<file path="config.mk">
export PLATFORM = sky130hd
export DESIGN_NAME = irm_match_filter
export DESIGN_NICKNAME = d
export VERILOG_FILES = /design/src/hw/irm_pkg.sv /design/src/hw/irm_match_filter.sv /design/src/hw/irm_accept_check.sv
export SDC_FILE = /design/constraint.sdc
export NUM_CORES = 1
export LEC_CHECK = 0
export ABC_AREA = 0
export BUFFER_PORTS_ARGS = -buffer_cell sky130_fd_sc_hd__buf_4
export CORE_MARGIN = 3
export CORE_UTILIZATION = 45
export DETAILED_ROUTE_END_ITERATION = 6
export GPL_TIMING_DRIVEN = 0
export PLACE_DENSITY_LB_ADDON = 0.08
export SLEW_MARGIN = 10
export SYNTH_ARGS = -nofsm -noshare
export SYNTH_HDL_FRONTEND = slang
export SYNTH_SLANG_ARGS = --single-unit
</file>
<file path="constraint.sdc">
create_clock -name clk -period 4.4 [get_ports clk]
set_input_delay 0.22 -clock clk [delete_from_list [all_inputs] [get_ports clk]]
set_output_delay 0.22 -clock clk [all_outputs]
set_load 0.005 [all_outputs]
</file>
<file path="src/hw/irm_pkg.sv">
// shared constants and types of the isochronous receive match filter
package irm_pkg;

  // ---------------------------------------------------------------
  // register map (byte addresses on the axi4-lite slave)
  // ---------------------------------------------------------------
  localparam int ADDR_W = 8;
  localparam logic [ADDR_W-1:0] OFF_MATCH = 8'h00;
  localparam logic [ADDR_W-1:0] OFF_CTRL = 8'h04;
  localparam logic [ADDR_W-1:0] OFF_STATUS = 8'h08;
  localparam logic [ADDR_W-1:0] OFF_MATCH_SEC = 8'h0c;

  // ---------------------------------------------------------------
  // match filter fields
  // ---------------------------------------------------------------
  localparam int LBL11_BIT = 31;
  localparam int LBL10_BIT = 30;
  localparam int LBL01_BIT = 29;
  localparam int LBL00_BIT = 28;
  localparam int CYC_MSB = 24;
  localparam int CYC_LSB = 12;
  localparam int SYNC_MSB = 11;
  localparam int SYNC_LSB = 8;
  localparam int RESTRICT_BIT = 6;
  localparam int LANE_MSB = 5;
  localparam int LANE_LSB = 0;
  localparam logic [31:0] MATCH_WMASK = 32'hf1ff_ff7f;
  localparam logic [31:0] MATCH_RESET = 32'h0000_0000;

  // seconds extension of the cycle compare value
  localparam int SEC_W = 2;
  localparam logic [SEC_W-1:0] SEC_RESET = 2'h0;

  // ---------------------------------------------------------------
  // context control fields
  // ---------------------------------------------------------------
  localparam int CTRL_CYCEN_BIT = 29;
  localparam int CTRL_RUN_BIT = 15;
  localparam int CTRL_ACTIVE_BIT = 10;

  // ---------------------------------------------------------------
  // bus cycle timer fields
  // ---------------------------------------------------------------
  localparam int TMR_SEC_LSB = 25;
  localparam int TMR_CNT_MSB = 24;
  localparam int TMR_CNT_LSB = 12;

  // ---------------------------------------------------------------
  // codes
  // ---------------------------------------------------------------
  localparam logic [1:0] LABEL_11 = 2'h3;
  localparam logic [1:0] LABEL_10 = 2'h2;
  localparam logic [1:0] LABEL_01 = 2'h1;
  localparam logic [1:0] LABEL_00 = 2'h0;
  localparam logic [1:0] WAIT_SYNC = 2'h3;
  localparam logic [1:0] RESTRICT_TOP = 2'h0;
  localparam logic [1:0] RESP_OKAY = 2'h0;
  localparam logic [1:0] RESP_SLVERR = 2'h2;
  localparam int CNT_W = 16;

  typedef enum logic [1:0] {
    CTX_IDLE,
    CTX_WAIT_CYCLE,
    CTX_RECEIVE
  } irm_ctx_t;

  // whole state of the top module
  typedef struct packed {
    logic [31:0] match;
    logic [SEC_W-1:0] match_sec;
    logic run;
    logic cyc_en;
    irm_ctx_t ctx;
    logic active;
    logic waiting;
    logic sync_done;
    logic [CNT_W-1:0] acc_cnt;
    logic [CNT_W-1:0] rej_cnt;
    logic acc_pulse;
    logic rej_pulse;
    logic have_aw;
    logic have_w;
    logic [ADDR_W-1:0] aw_addr;
    logic [31:0] w_data;
    logic [3:0] w_strb;
    logic awready;
    logic wready;
    logic bvalid;
    logic [1:0] bresp;
    logic arready;
    logic rvalid;
    logic [31:0] rdata;
    logic [1:0] rresp;
  } irm_state_t;

endpackage

</file>
<file path="src/hw/irm_match_filter.sv">
// isochronous receive context match filter with axi4-lite registers
//
// Functional notes
// [RQ1] label 11 accepted when bit 31 set
// [RQ2] label 10 accepted when bit 30 set
// [RQ3] label 01 accepted when bit 29 set
// [RQ4] label 00 accepted when bit 28 set
// [RQ5] bits 27 to 25 read zero
// [RQ6] cycle compare holds seconds and cycle index
// [RQ7] cycle compare enable delays start until match
// [RQ8] sync field compared when wait code 11
// [RQ9] bit 7 reads zero
// [RQ10] restriction: label 01 needs sync top 00
// [RQ11] restriction leaves other labels alone
// [RQ12] restriction clear: only label enables count
// [RQ13] lane field selects the accepted channel
// [RQ14] software starts context with run bit
// [RQ15] accept only when every test passes
`timescale 1ns/1ps
`default_nettype none

module irm_match_filter
  import irm_pkg::*;
(
  input wire logic clk, // core clock, 250 mhz
  input wire logic rst, // synchronous reset, active high
  // axi4-lite slave
  input wire logic [irm_pkg::ADDR_W-1:0] s_axi_awaddr, // write address
  input wire logic s_axi_awvalid, // write address valid
  output logic s_axi_awready, // write address ready
  input wire logic [31:0] s_axi_wdata, // write data
  input wire logic [3:0] s_axi_wstrb, // write byte strobes
  input wire logic s_axi_wvalid, // write data valid
  output logic s_axi_wready, // write data ready
  output logic [1:0] s_axi_bresp, // write response
  output logic s_axi_bvalid, // write response valid
  input wire logic s_axi_bready, // write response ready
  input wire logic [irm_pkg::ADDR_W-1:0] s_axi_araddr, // read address
  input wire logic s_axi_arvalid, // read address valid
  output logic s_axi_arready, // read address ready
  output logic [31:0] s_axi_rdata, // read data
  output logic [1:0] s_axi_rresp, // read response
  output logic s_axi_rvalid, // read data valid
  input wire logic s_axi_rready, // read data ready
  // link receive path
  input wire logic pkt_valid, // one-cycle packet header strobe
  input wire logic [5:0] pkt_lane, // channel of the packet
  input wire logic [1:0] pkt_label, // label field of the packet
  input wire logic [3:0] pkt_sync, // sync field of the packet
  // dma side
  input wire logic [1:0] desc_wait_code, // wait code of active descriptor
  input wire logic [31:0] bus_cycle_timer, // bus isochronous cycle timer
  output logic pkt_accept, // packet taken, one-cycle pulse
  output logic pkt_reject, // packet dropped, one-cycle pulse
  output logic ctx_active, // context receiving
  output logic ctx_waiting // context waiting for start cycle
);

  // -------------------------------------------------------------
  // state
  // -------------------------------------------------------------
  irm_state_t s_reg;
  irm_state_t s_next;

  logic sync_wait;
  logic filter_pass;
  logic cycle_hit;
  logic [14:0] timer_now;
  logic [14:0] timer_want;

  // merge a write word into a register under byte strobes and mask
  function automatic logic [31:0] strobe_merge(
    input logic [31:0] old_val,
    input logic [31:0] new_val,
    input logic [3:0] strb,
    input logic [31:0] wmask
  );
    logic [31:0] res;
    res = old_val;
    for (int i = 0; i < 4; i++) begin
      if (strb[i]) begin
        res[i*8 +: 8] = new_val[i*8 +: 8];
      end
    end
    return res & wmask;
  endfunction

  // -------------------------------------------------------------
  // cycle compare: low seconds bits then cycle index
  // -------------------------------------------------------------
  // the timer keeps seconds right above the index, so one compare
  assign timer_now = bus_cycle_timer[TMR_SEC_LSB+SEC_W-1:TMR_CNT_LSB]; // [RQ6]
  assign timer_want = {s_reg.match_sec, s_reg.match[CYC_MSB:CYC_LSB]}; // [RQ6]
  assign cycle_hit = (timer_now == timer_want); // [RQ7]

  // a sync wait is pending until one matching packet has been taken
  assign sync_wait = (desc_wait_code == WAIT_SYNC) && !s_reg.sync_done; // [RQ8]

  // -------------------------------------------------------------
  // per-packet decision
  // -------------------------------------------------------------
  irm_accept_check u_check (
    .match_filter(s_reg.match),
    .sync_wait(sync_wait),
    .pkt_lane(pkt_lane),
    .pkt_label(pkt_label),
    .pkt_sync(pkt_sync),
    .accept(filter_pass)
  );

  // -------------------------------------------------------------
  // next state
  // -------------------------------------------------------------
  always_comb begin
    s_next = s_reg;
    s_next.acc_pulse = 1'b0;
    s_next.rej_pulse = 1'b0;

    // context sequencing
    case (s_reg.ctx)
      CTX_IDLE: begin
        if (s_reg.run) begin // [RQ14]
          s_next.ctx = s_reg.cyc_en ? CTX_WAIT_CYCLE : CTX_RECEIVE; // [RQ7]
        end
      end
      CTX_WAIT_CYCLE: begin
        if (!s_reg.run) begin
          s_next.ctx = CTX_IDLE;
        end else if (cycle_hit) begin
          // enable is spent once the start cycle is seen
          s_next.ctx = CTX_RECEIVE; // [RQ7]
          s_next.cyc_en = 1'b0;
        end
      end
      CTX_RECEIVE: begin
        if (!s_reg.run) begin
          s_next.ctx = CTX_IDLE;
        end
      end
      default: s_next.ctx = CTX_IDLE;
    endcase
    // state decodes kept in flops so the status outputs carry no logic
    s_next.active = (s_next.ctx == CTX_RECEIVE);
    s_next.waiting = (s_next.ctx == CTX_WAIT_CYCLE);

    // a new descriptor without the sync wait re-arms the wait
    if (desc_wait_code != WAIT_SYNC || !s_reg.run) begin
      s_next.sync_done = 1'b0;
    end

    // packet verdict; nothing is taken before the context runs
    if (pkt_valid) begin
      if (s_reg.ctx == CTX_RECEIVE && filter_pass) begin // [RQ15]
        s_next.acc_pulse = 1'b1;
        s_next.acc_cnt = s_reg.acc_cnt + 1'b1;
        if (sync_wait) begin
          s_next.sync_done = 1'b1; // [RQ8]
        end
      end else begin
        s_next.rej_pulse = 1'b1;
        s_next.rej_cnt = s_reg.rej_cnt + 1'b1;
      end
    end

    // write address and data channels, taken in either order
    if (s_axi_awvalid && s_reg.awready) begin
      s_next.have_aw = 1'b1;
      s_next.aw_addr = s_axi_awaddr;
    end
    if (s_axi_wvalid && s_reg.wready) begin
      s_next.have_w = 1'b1;
      s_next.w_data = s_axi_wdata;
      s_next.w_strb = s_axi_wstrb;
    end
    if (s_axi_bvalid && s_axi_bready) begin
      s_next.bvalid = 1'b0;
    end

    // perform the write once both halves are in; software wins over
    // the hardware updates above because it is applied last
    if (s_reg.have_aw && s_reg.have_w && !s_reg.bvalid) begin
      s_next.have_aw = 1'b0;
      s_next.have_w = 1'b0;
      s_next.bvalid = 1'b1;
      s_next.bresp = RESP_OKAY;
      case (s_reg.aw_addr)
        OFF_MATCH: begin
          // reserved bits 27..25 and 7 stay zero
          s_next.match = strobe_merge(s_reg.match, s_reg.w_data, s_reg.w_strb,
            MATCH_WMASK); // [RQ5] [RQ9]
        end
        OFF_CTRL: begin
          if (s_reg.w_strb[CTRL_RUN_BIT/8]) begin
            s_next.run = s_reg.w_data[CTRL_RUN_BIT]; // [RQ14]
          end
          if (s_reg.w_strb[CTRL_CYCEN_BIT/8]) begin
            s_next.cyc_en = s_reg.w_data[CTRL_CYCEN_BIT]; // [RQ7]
          end
        end
        OFF_MATCH_SEC: begin
          if (s_reg.w_strb[0]) begin
            s_next.match_sec = s_reg.w_data[SEC_W-1:0]; // [RQ6]
          end
        end
        OFF_STATUS: begin
          s_next.bresp = RESP_OKAY; // counters are read-only, write ignored
        end
        default: s_next.bresp = RESP_SLVERR;
      endcase
    end
    s_next.awready = !s_next.have_aw && !s_next.bvalid;
    s_next.wready = !s_next.have_w && !s_next.bvalid;

    // read channel: one read at a time, data from the current state
    if (s_axi_rvalid && s_axi_rready) begin
      s_next.rvalid = 1'b0;
    end
    if (s_axi_arvalid && s_reg.arready) begin
      s_next.rvalid = 1'b1;
      s_next.rresp = RESP_OKAY;
      s_next.rdata = 32'h0000_0000;
      case (s_axi_araddr)
        OFF_MATCH: s_next.rdata = s_reg.match & MATCH_WMASK; // [RQ5] [RQ9]
        OFF_CTRL: begin
          s_next.rdata[CTRL_CYCEN_BIT] = s_reg.cyc_en;
          s_next.rdata[CTRL_RUN_BIT] = s_reg.run;
          s_next.rdata[CTRL_ACTIVE_BIT] = (s_reg.ctx == CTX_RECEIVE);
        end
        OFF_STATUS: s_next.rdata = {s_reg.rej_cnt, s_reg.acc_cnt};
        OFF_MATCH_SEC: s_next.rdata[SEC_W-1:0] = s_reg.match_sec;
        default: s_next.rresp = RESP_SLVERR;
      endcase
    end
    s_next.arready = !s_next.rvalid;
  end

  // -------------------------------------------------------------
  // state register
  // -------------------------------------------------------------
  always_ff @(posedge clk) begin
    if (rst) begin
      s_reg.match <= MATCH_RESET;
      s_reg.match_sec <= SEC_RESET;
      s_reg.run <= 1'b0;
      s_reg.cyc_en <= 1'b0;
      s_reg.ctx <= CTX_IDLE;
      s_reg.active <= 1'b0;
      s_reg.waiting <= 1'b0;
      s_reg.sync_done <= 1'b0;
      s_reg.acc_cnt <= '0;
      s_reg.rej_cnt <= '0;
      s_reg.acc_pulse <= 1'b0;
      s_reg.rej_pulse <= 1'b0;
      s_reg.have_aw <= 1'b0;
      s_reg.have_w <= 1'b0;
      s_reg.aw_addr <= '0;
      s_reg.w_data <= 32'h0000_0000;
      s_reg.w_strb <= 4'h0;
      s_reg.awready <= 1'b0;
      s_reg.wready <= 1'b0;
      s_reg.bvalid <= 1'b0;
      s_reg.bresp <= RESP_OKAY;
      s_reg.arready <= 1'b0;
      s_reg.rvalid <= 1'b0;
      s_reg.rdata <= 32'h0000_0000;
      s_reg.rresp <= RESP_OKAY;
    end else begin
      s_reg <= s_next;
    end
  end

  // -------------------------------------------------------------
  // outputs, all straight from the state register
  // -------------------------------------------------------------
  assign s_axi_awready = s_reg.awready;
  assign s_axi_wready = s_reg.wready;
  assign s_axi_bvalid = s_reg.bvalid;
  assign s_axi_bresp = s_reg.bresp;
  assign s_axi_arready = s_reg.arready;
  assign s_axi_rvalid = s_reg.rvalid;
  assign s_axi_rdata = s_reg.rdata;
  assign s_axi_rresp = s_reg.rresp;
  assign pkt_accept = s_reg.acc_pulse;
  assign pkt_reject = s_reg.rej_pulse;
  assign ctx_active = s_reg.active;
  assign ctx_waiting = s_reg.waiting;

endmodule
`default_nettype wire

</file>
<file path="src/hw/irm_accept_check.sv">
// per-packet acceptance decision of the isochronous receive match filter
`timescale 1ns/1ps
`default_nettype none

module irm_accept_check
  import irm_pkg::*;
(
  input wire logic [31:0] match_filter, // current match register
  input wire logic sync_wait, // descriptor still waits for a sync value
  input wire logic [5:0] pkt_lane, // channel of the packet
  input wire logic [1:0] pkt_label, // label field of the packet
  input wire logic [3:0] pkt_sync, // sync field of the packet
  output logic accept // all tests pass
);

  logic lane_ok;
  logic label_ok;
  logic sync_ok;
  logic [3:0] sync_value;

  assign sync_value = match_filter[SYNC_MSB:SYNC_LSB];

  // channel test
  assign lane_ok = (pkt_lane == match_filter[LANE_MSB:LANE_LSB]); // [RQ13]

  // label enables; the restriction only touches label 01
  always_comb begin
    case (pkt_label)
      LABEL_11: label_ok = match_filter[LBL11_BIT]; // [RQ1] [RQ11]
      LABEL_10: label_ok = match_filter[LBL10_BIT]; // [RQ2] [RQ11]
      LABEL_01: begin
        label_ok = match_filter[LBL01_BIT]; // [RQ3]
        if (match_filter[RESTRICT_BIT]) begin
          label_ok = label_ok && (pkt_sync[3:2] == RESTRICT_TOP); // [RQ10] [RQ12]
        end
      end
      default: label_ok = match_filter[LBL00_BIT]; // [RQ4] [RQ11]
    endcase
  end

  // sync compare only while the descriptor asks for it
  assign sync_ok = !sync_wait || (pkt_sync == sync_value); // [RQ8]

  assign accept = lane_ok && label_ok && sync_ok; // [RQ15]

endmodule
`default_nettype wire

</file>
### After elaboration in Yosys (flattened, before gate mapping)

Cells that the tools add are included.

| storage, ports and cells | value |
|---|---|
| flip-flop bits (word level) | 158 |
| memories | 0 |
| logic and storage cells | 126 |
| bits in read-only memories | 0 |
| bits in writable memories | 0 |
| latch bits | 0 |
| input bits | 106 |

| operators by class | value |
|---|---|
| shifts and indexed selects | 0 |
| add/sub/neg operators | 2 |
| muxes and demuxes | 37 |
| multipliers | 0 |
| equal/unequal tests | 18 |
| bitwise operators | 2 |
| divide/modulo/power cells | 0 |
| reductions and logical operators | 39 |
| order comparisons | 0 |

Operator list:

| operator | number |
|---|---|
| $mux W35 | 2 |
| $add A16 B1 Y16 const B | 2 |
| $eq A8 B4 Y1 const B | 4 |
| $pmux W13 S2 | 1 |
| $reduce_and A3 Y1 | 6 |
| $mux W17 | 1 |
| $eq A8 B3 Y1 const B | 2 |
| $logic_not A8 Y1 | 2 |
| $mux W16 | 1 |
| $pmux W8 S2 | 1 |
| $eq A15 B15 Y1 | 1 |
| $logic_and A1 B1 Y1 | 14 |
| $mux W1 | 14 |
| $mux W2 | 7 |
| $pmux W1 S3 | 4 |
| $pmux W2 S3 | 2 |
| $eq A2 B2 Y1 const B | 5 |
| $logic_not A1 Y1 | 8 |
| $pmux W4 S2 | 1 |
| $reduce_or A4 Y1 | 2 |
| $eq A2 B1 Y1 const B | 3 |
| $eq A6 B6 Y1 | 1 |
| $mux W3 | 2 |
| $eq A4 B4 Y1 | 1 |
| other kinds (7) | 11 |

### Longest topological paths before layout

| logic depth | value |
|---|---|
| depth after elaboration | 9 |
| depth in mapped cells | 8 |
| mapped depth without buffers | 6 |

### Cells and area by module

From an unflattened synthesis, not the netlist that was laid out.

| unflattened totals | value |
|---|---|
| cell total of the unflattened synthesis | 738 |
| area, all modules | 6,591.3 µm² |

Modules (own cells, without submodules):

| module | area each (µm²) | cells each | times used |
|---|---|---|---|
| irm_match_filter | 6,434.9 | 718 | 1 |
| irm_accept_check | 156.4 | 20 | 1 |

### Worst setup path before layout

Ideal clock, no wire load.

| timing path | value |
|---|---|
| path type | register to register |
| start point | reg s_reg[139] in the netlist's numbering |
| end point | reg s_reg[120] in the netlist's numbering |
| stages on the path, launching flop included | 7 |
| period minus slack after synthesis | 1,877 ps |
| slack | 2,523 ps |
| data arrival time | 1,757 ps |
| library setup time | 121 ps |
| cells stage by stage | dfxtp_1 > xor2_1 > nor4_2 > nor3_4 > nor3_1 > nor3b_1 > mux2_2 |

| between the ends | value |
|---|---|
| longest elaborated chain between the ends | 5 |

Ends and longest elaborated chain:

| element | RTL line | source |
|---|---|---|
| start: declaration | irm_match_filter.sv:62 | `irm_state_t s_reg;` |
| $eq A4 B4 Y1 | irm_accept_check.sv:42 | `assign sync_ok = !sync_wait \|\| (pkt_sync == sync_value);` |
| $logic_or A1 B1 Y1 | irm_accept_check.sv:42 |  |
| $logic_and A1 B1 Y1 | irm_accept_check.sv:44 | `assign accept = lane_ok && label_ok && sync_ok;` |
| $logic_and A1 B1 Y1 | irm_match_filter.sv:153 | `if (s_reg.ctx == CTX_RECEIVE && filter_pass) begin` |
| $reduce_and A2 Y1 (no line) | n/a |  |

No other way between the ends.
A chain may end at the register's enable or synchronous reset.

### Worst setup path in the final report

| timing path | value |
|---|---|
| start point | reg s_reg[135] in the netlist's numbering |
| end point | reg s_reg[120] in the netlist's numbering |

| between the ends | value |
|---|---|
| longest elaborated chain between the ends | 5 |

Ends and longest elaborated chain:

| element | RTL line | source |
|---|---|---|
| $eq A6 B6 Y1 | irm_accept_check.sv:24 | `assign lane_ok = (pkt_lane == match_filter[LANE_MSB:LANE_LSB]);` |
| $logic_and A1 B1 Y1 (2 in a row) | irm_accept_check.sv:44 |  |
| $logic_and A1 B1 Y1 | irm_match_filter.sv:153 |  |
| $reduce_and A2 Y1 (no line) | n/a |  |

No other way between the ends.

==> results_dict.tcl <==
set metrics [dict create \
    fin_tns_setup_ps 0 \
    drtIter0Drc 315 \
    peakVddDrop_mv 0.267 \
    cpMaxStageDelayCell "nor3_1" \
    synth-edff-count 0 \
    dp_hpwl_um 14700 \
    synth.area.top_cells "dfxtp_1 46%, nand2_1 7.9%, a21oi_1 5.8%" \
    min_period_over_period_pct 51.8 \
    grt_remaining_overflow 0 \
    die_x_um 127 \
    crit_buf_inv 0 \
    maxSlewViolCount 0 \
    cts_setup_buffers 0 \
    ant_nets 0 \
    path_class "reg -> reg" \
    nFillCells 1307 \
    seq_area_frac_synth_pct 46.1 \
    clock_path_buffers 2 \
    fin_nets 1042 \
    rr_endpoint "s_reg[120]$_SDFFE_PP0P_" \
    rr_worst_depth 6 \
    relSlewSlack_pct 43.4 \
    worst_pin_slew_ps 828 \
    antenna_found_initial 0 \
    die_h_um 127 \
    grt_usage_pct 23.8 \
    yosysTopAreaCellShare_pct 46.1 \
    htreeDepth 4 \
    start_kind "register" \
    path_delay_family "simple AND/OR/NAND/NOR gates" \
    hold_path_class "in -> reg" \
    grt_max_degree 17 \
    min_to "s_reg[62]$_SDFFE_PP0P_" \
    yosys_register_bits 152 \
    syn_inst 789 \
    async_flop_share_pct 0 \
    routed_via_density 5.25 \
    drc 0 \
    hold_viol_final 0 \
    clock_latency_ps 430 \
    endpoint_kind "register" \
    gp_congestion 0.857 \
    area_delta_synth_final_pct 26.8 \
    ff2ff_setup_slack_ps 2120 \
    setup_viol 0 \
    power_density_mw_per_mm2 382 \
    r2r-start "s_reg[135]$_SDFFE_PP0P_" \
    cts.repair.resized 0 \
    tritoncts "yes" \
    avgSynthCellArea_um2 8.36 \
    grt_pass1_vias 5803 \
    io_pins 151 \
    power_mw 3.19 \
    finalClockSkew_ps 4.57 \
    status "finished clean" \
    critPathRequiredTime_ps 4710 \
    ctsHoldBuffers 0 \
    period_minus_slack_ps 2280 \
    clock.fmax_ghz 0.439 \
    max_stage_delay_ps 390 \
    synth_top_flop_cell "dfxtp_1" \
    port_buffers 125 \
    path_clk_slew_ps 60 \
    grt_pass1_wl_um 30100 \
    path_common_cell "nor3_1" \
    wl_per_cell_um 16.7 \
    synth_cell_types 48 \
    crit_chain "xor2_1 -> nor3_1 -> nand4_2 -> nor3_1 -> nor3b_1 -> mux2_2" \
    yosys.area.top_type "dfxtp_1" \
    largest_reg_flops 109 \
    power_leakage_nw 3.26 \
    dr.pass1.iters 5 \
    synth.cell_area_mm2 0.00659 \
    holdWs_ps 37.8 \
    core-area_mm2 0.0141 \
    vias 5914 \
    rows 43 \
    yosysWarnings 0 \
    critPathArrivalTime_ps 2590 \
    holdPathStages 3 \
    drive_above_1_share_pct 22.5 \
    clkSinkCount 152 \
    min_from "s_axi_wdata[17]" \
    crit_fanout 6 \
    cts_root_buf "clkbuf_16" \
    cap_viol_max_count 0 \
    start_util_pct 46.8 \
    cts_inserted_buffers 17 \
    grt_setup_unrepaired "no" \
    die-area_mm2 0.0161 \
    wl_um 18800 \
    antennaDiodeCount 0 \
]
cells in the mapped netlist (2+ instances only):
| library cell | n |
|---|---|
| nand3_1 | 37 |
| mux2_2 | 3 |
| and3_1 | 3 |
| dfxtp_1 | 152 |
| nor3b_1 | 2 |
| nor4_1 | 14 |
| nor2_1 | 77 |
| inv_1 | 6 |
| buf_2 | 9 |
| a21oi_1 | 77 |
| o21ai_0 | 7 |
| buf_4 | 36 |
| xor2_1 | 20 |
| or4_1 | 3 |
| a22o_1 | 5 |
| nor3_1 | 33 |
| o21ai_1 | 2 |
| xnor2_1 | 28 |
| nand4_1 | 13 |
| a2111oi_0 | 3 |
| nor4b_2 | 3 |
| clkbuf_1 | 33 |
| o2111ai_1 | 4 |
| nand2_1 | 139 |
| nor2b_1 | 6 |
| mux2i_1 | 9 |
| a221oi_1 | 23 |
| ha_1 | 2 |
| a22oi_1 | 2 |
| o211ai_1 | 5 |
| buf_1 | 8 |
| or3_1 | 3 |
| and2_1 | 4 |
| and4_1 | 3 |
| buf_6 | 2 |
report_power, final:
group	internal, mW	switching, mW	leakage [nW]
combinational	0.136	0.140	1.74
clock	0.928	0.547	0.296
sequential	1.42	0.0237	1.23
total	2.48	0.711	3.26
final cells by class:
class                           instances  area (um^2)  area share, %
Timing Repair Buffer                  125          938           11.2
Clock inverter                          9          123           1.47
Inverter                                6         22.5          0.269
Multi-Input combinational cell        544         3040           36.4
Sequential cell                       152         3040           36.4
Tap cell                              180          225           2.69
Clock buffer                           22          474           5.67
Buffer                                 88          492           5.88
worst max-delay path by stage:
stage	from	end	cells past startpoint
2_1_floorplan	s_reg[139]$_SDFFE_PP0P_	s_reg[120]$_SDFFE_PP0P_	6
3_3_place_gp	s_axi_araddr[5]	s_axi_rdata[22]$_SDFFE_PP0P_	7
3_5_place_dp	s_axi_araddr[5]	s_axi_rdata[22]$_SDFFE_PP0P_	7
4_1_cts	s_axi_bvalid$_SDFF_PP0_	s_reg[131]$_SDFFE_PP0P_	8
5_1_grt	s_reg[85]$_SDFF_PP0_	s_reg[136]$_SDFFE_PP0P_	8
6_report	s_reg[135]$_SDFFE_PP0P_	s_reg[120]$_SDFFE_PP0P_	6
logic make-up after synthesis:
family | Yosys count | synth area share, %
buffers and inverters | 94 | 7.80
adders and majority gates | 2 | 0.379
and+or+nand+nor | 346 | 24.5
muxes | 12 | 1.88
DFF | 152 | 46.1
other | 1 | 0.0569
xor gates and xnor gates | 48 | 6.38
AOI/OAI and AO/OA | 134 | 12.9
per-layer routing:
metal	GRT usage, %	wire (um)	share of wire, %
met4	8.52	428	2.3
met3	4.39	1010	5.3
met2	40.1	9170	49
met1	30.8	8190	44
met5	0	0	0
cell usage in the layout (no fill, tap or decap), types with 23 or more instances in the layout:
cell and n:
nand2_1 139, clkbuf_1 35, nor2_1 77, a21oi_1 77
buf_4 161, nand3_1 37, dfxtp_1 152, xnor2_1 28
nor3_1 33, a221oi_1 23
metrics by stage:
step | util (%) | area, um^2 | instances | setup WS [ps]
finish | 59.3 | 8360 | 1126 | 2120
global placement | 55.1 | 7760 | 1095 | 2120
global route | 59.3 | 8360 | 1126 | 1840
detailed placement | 55.1 | 7760 | 1095 | 2090
floorplan | - | 6600 | 790 | 2520
CTS | 59.3 | 8360 | 1126 | 2090
worst min-delay path: stages:
cell and delay, ps:
buf_4 110, nand2_1 40, a21oi_1 50
Note: power is estimated with default switching activity, not from simulation.
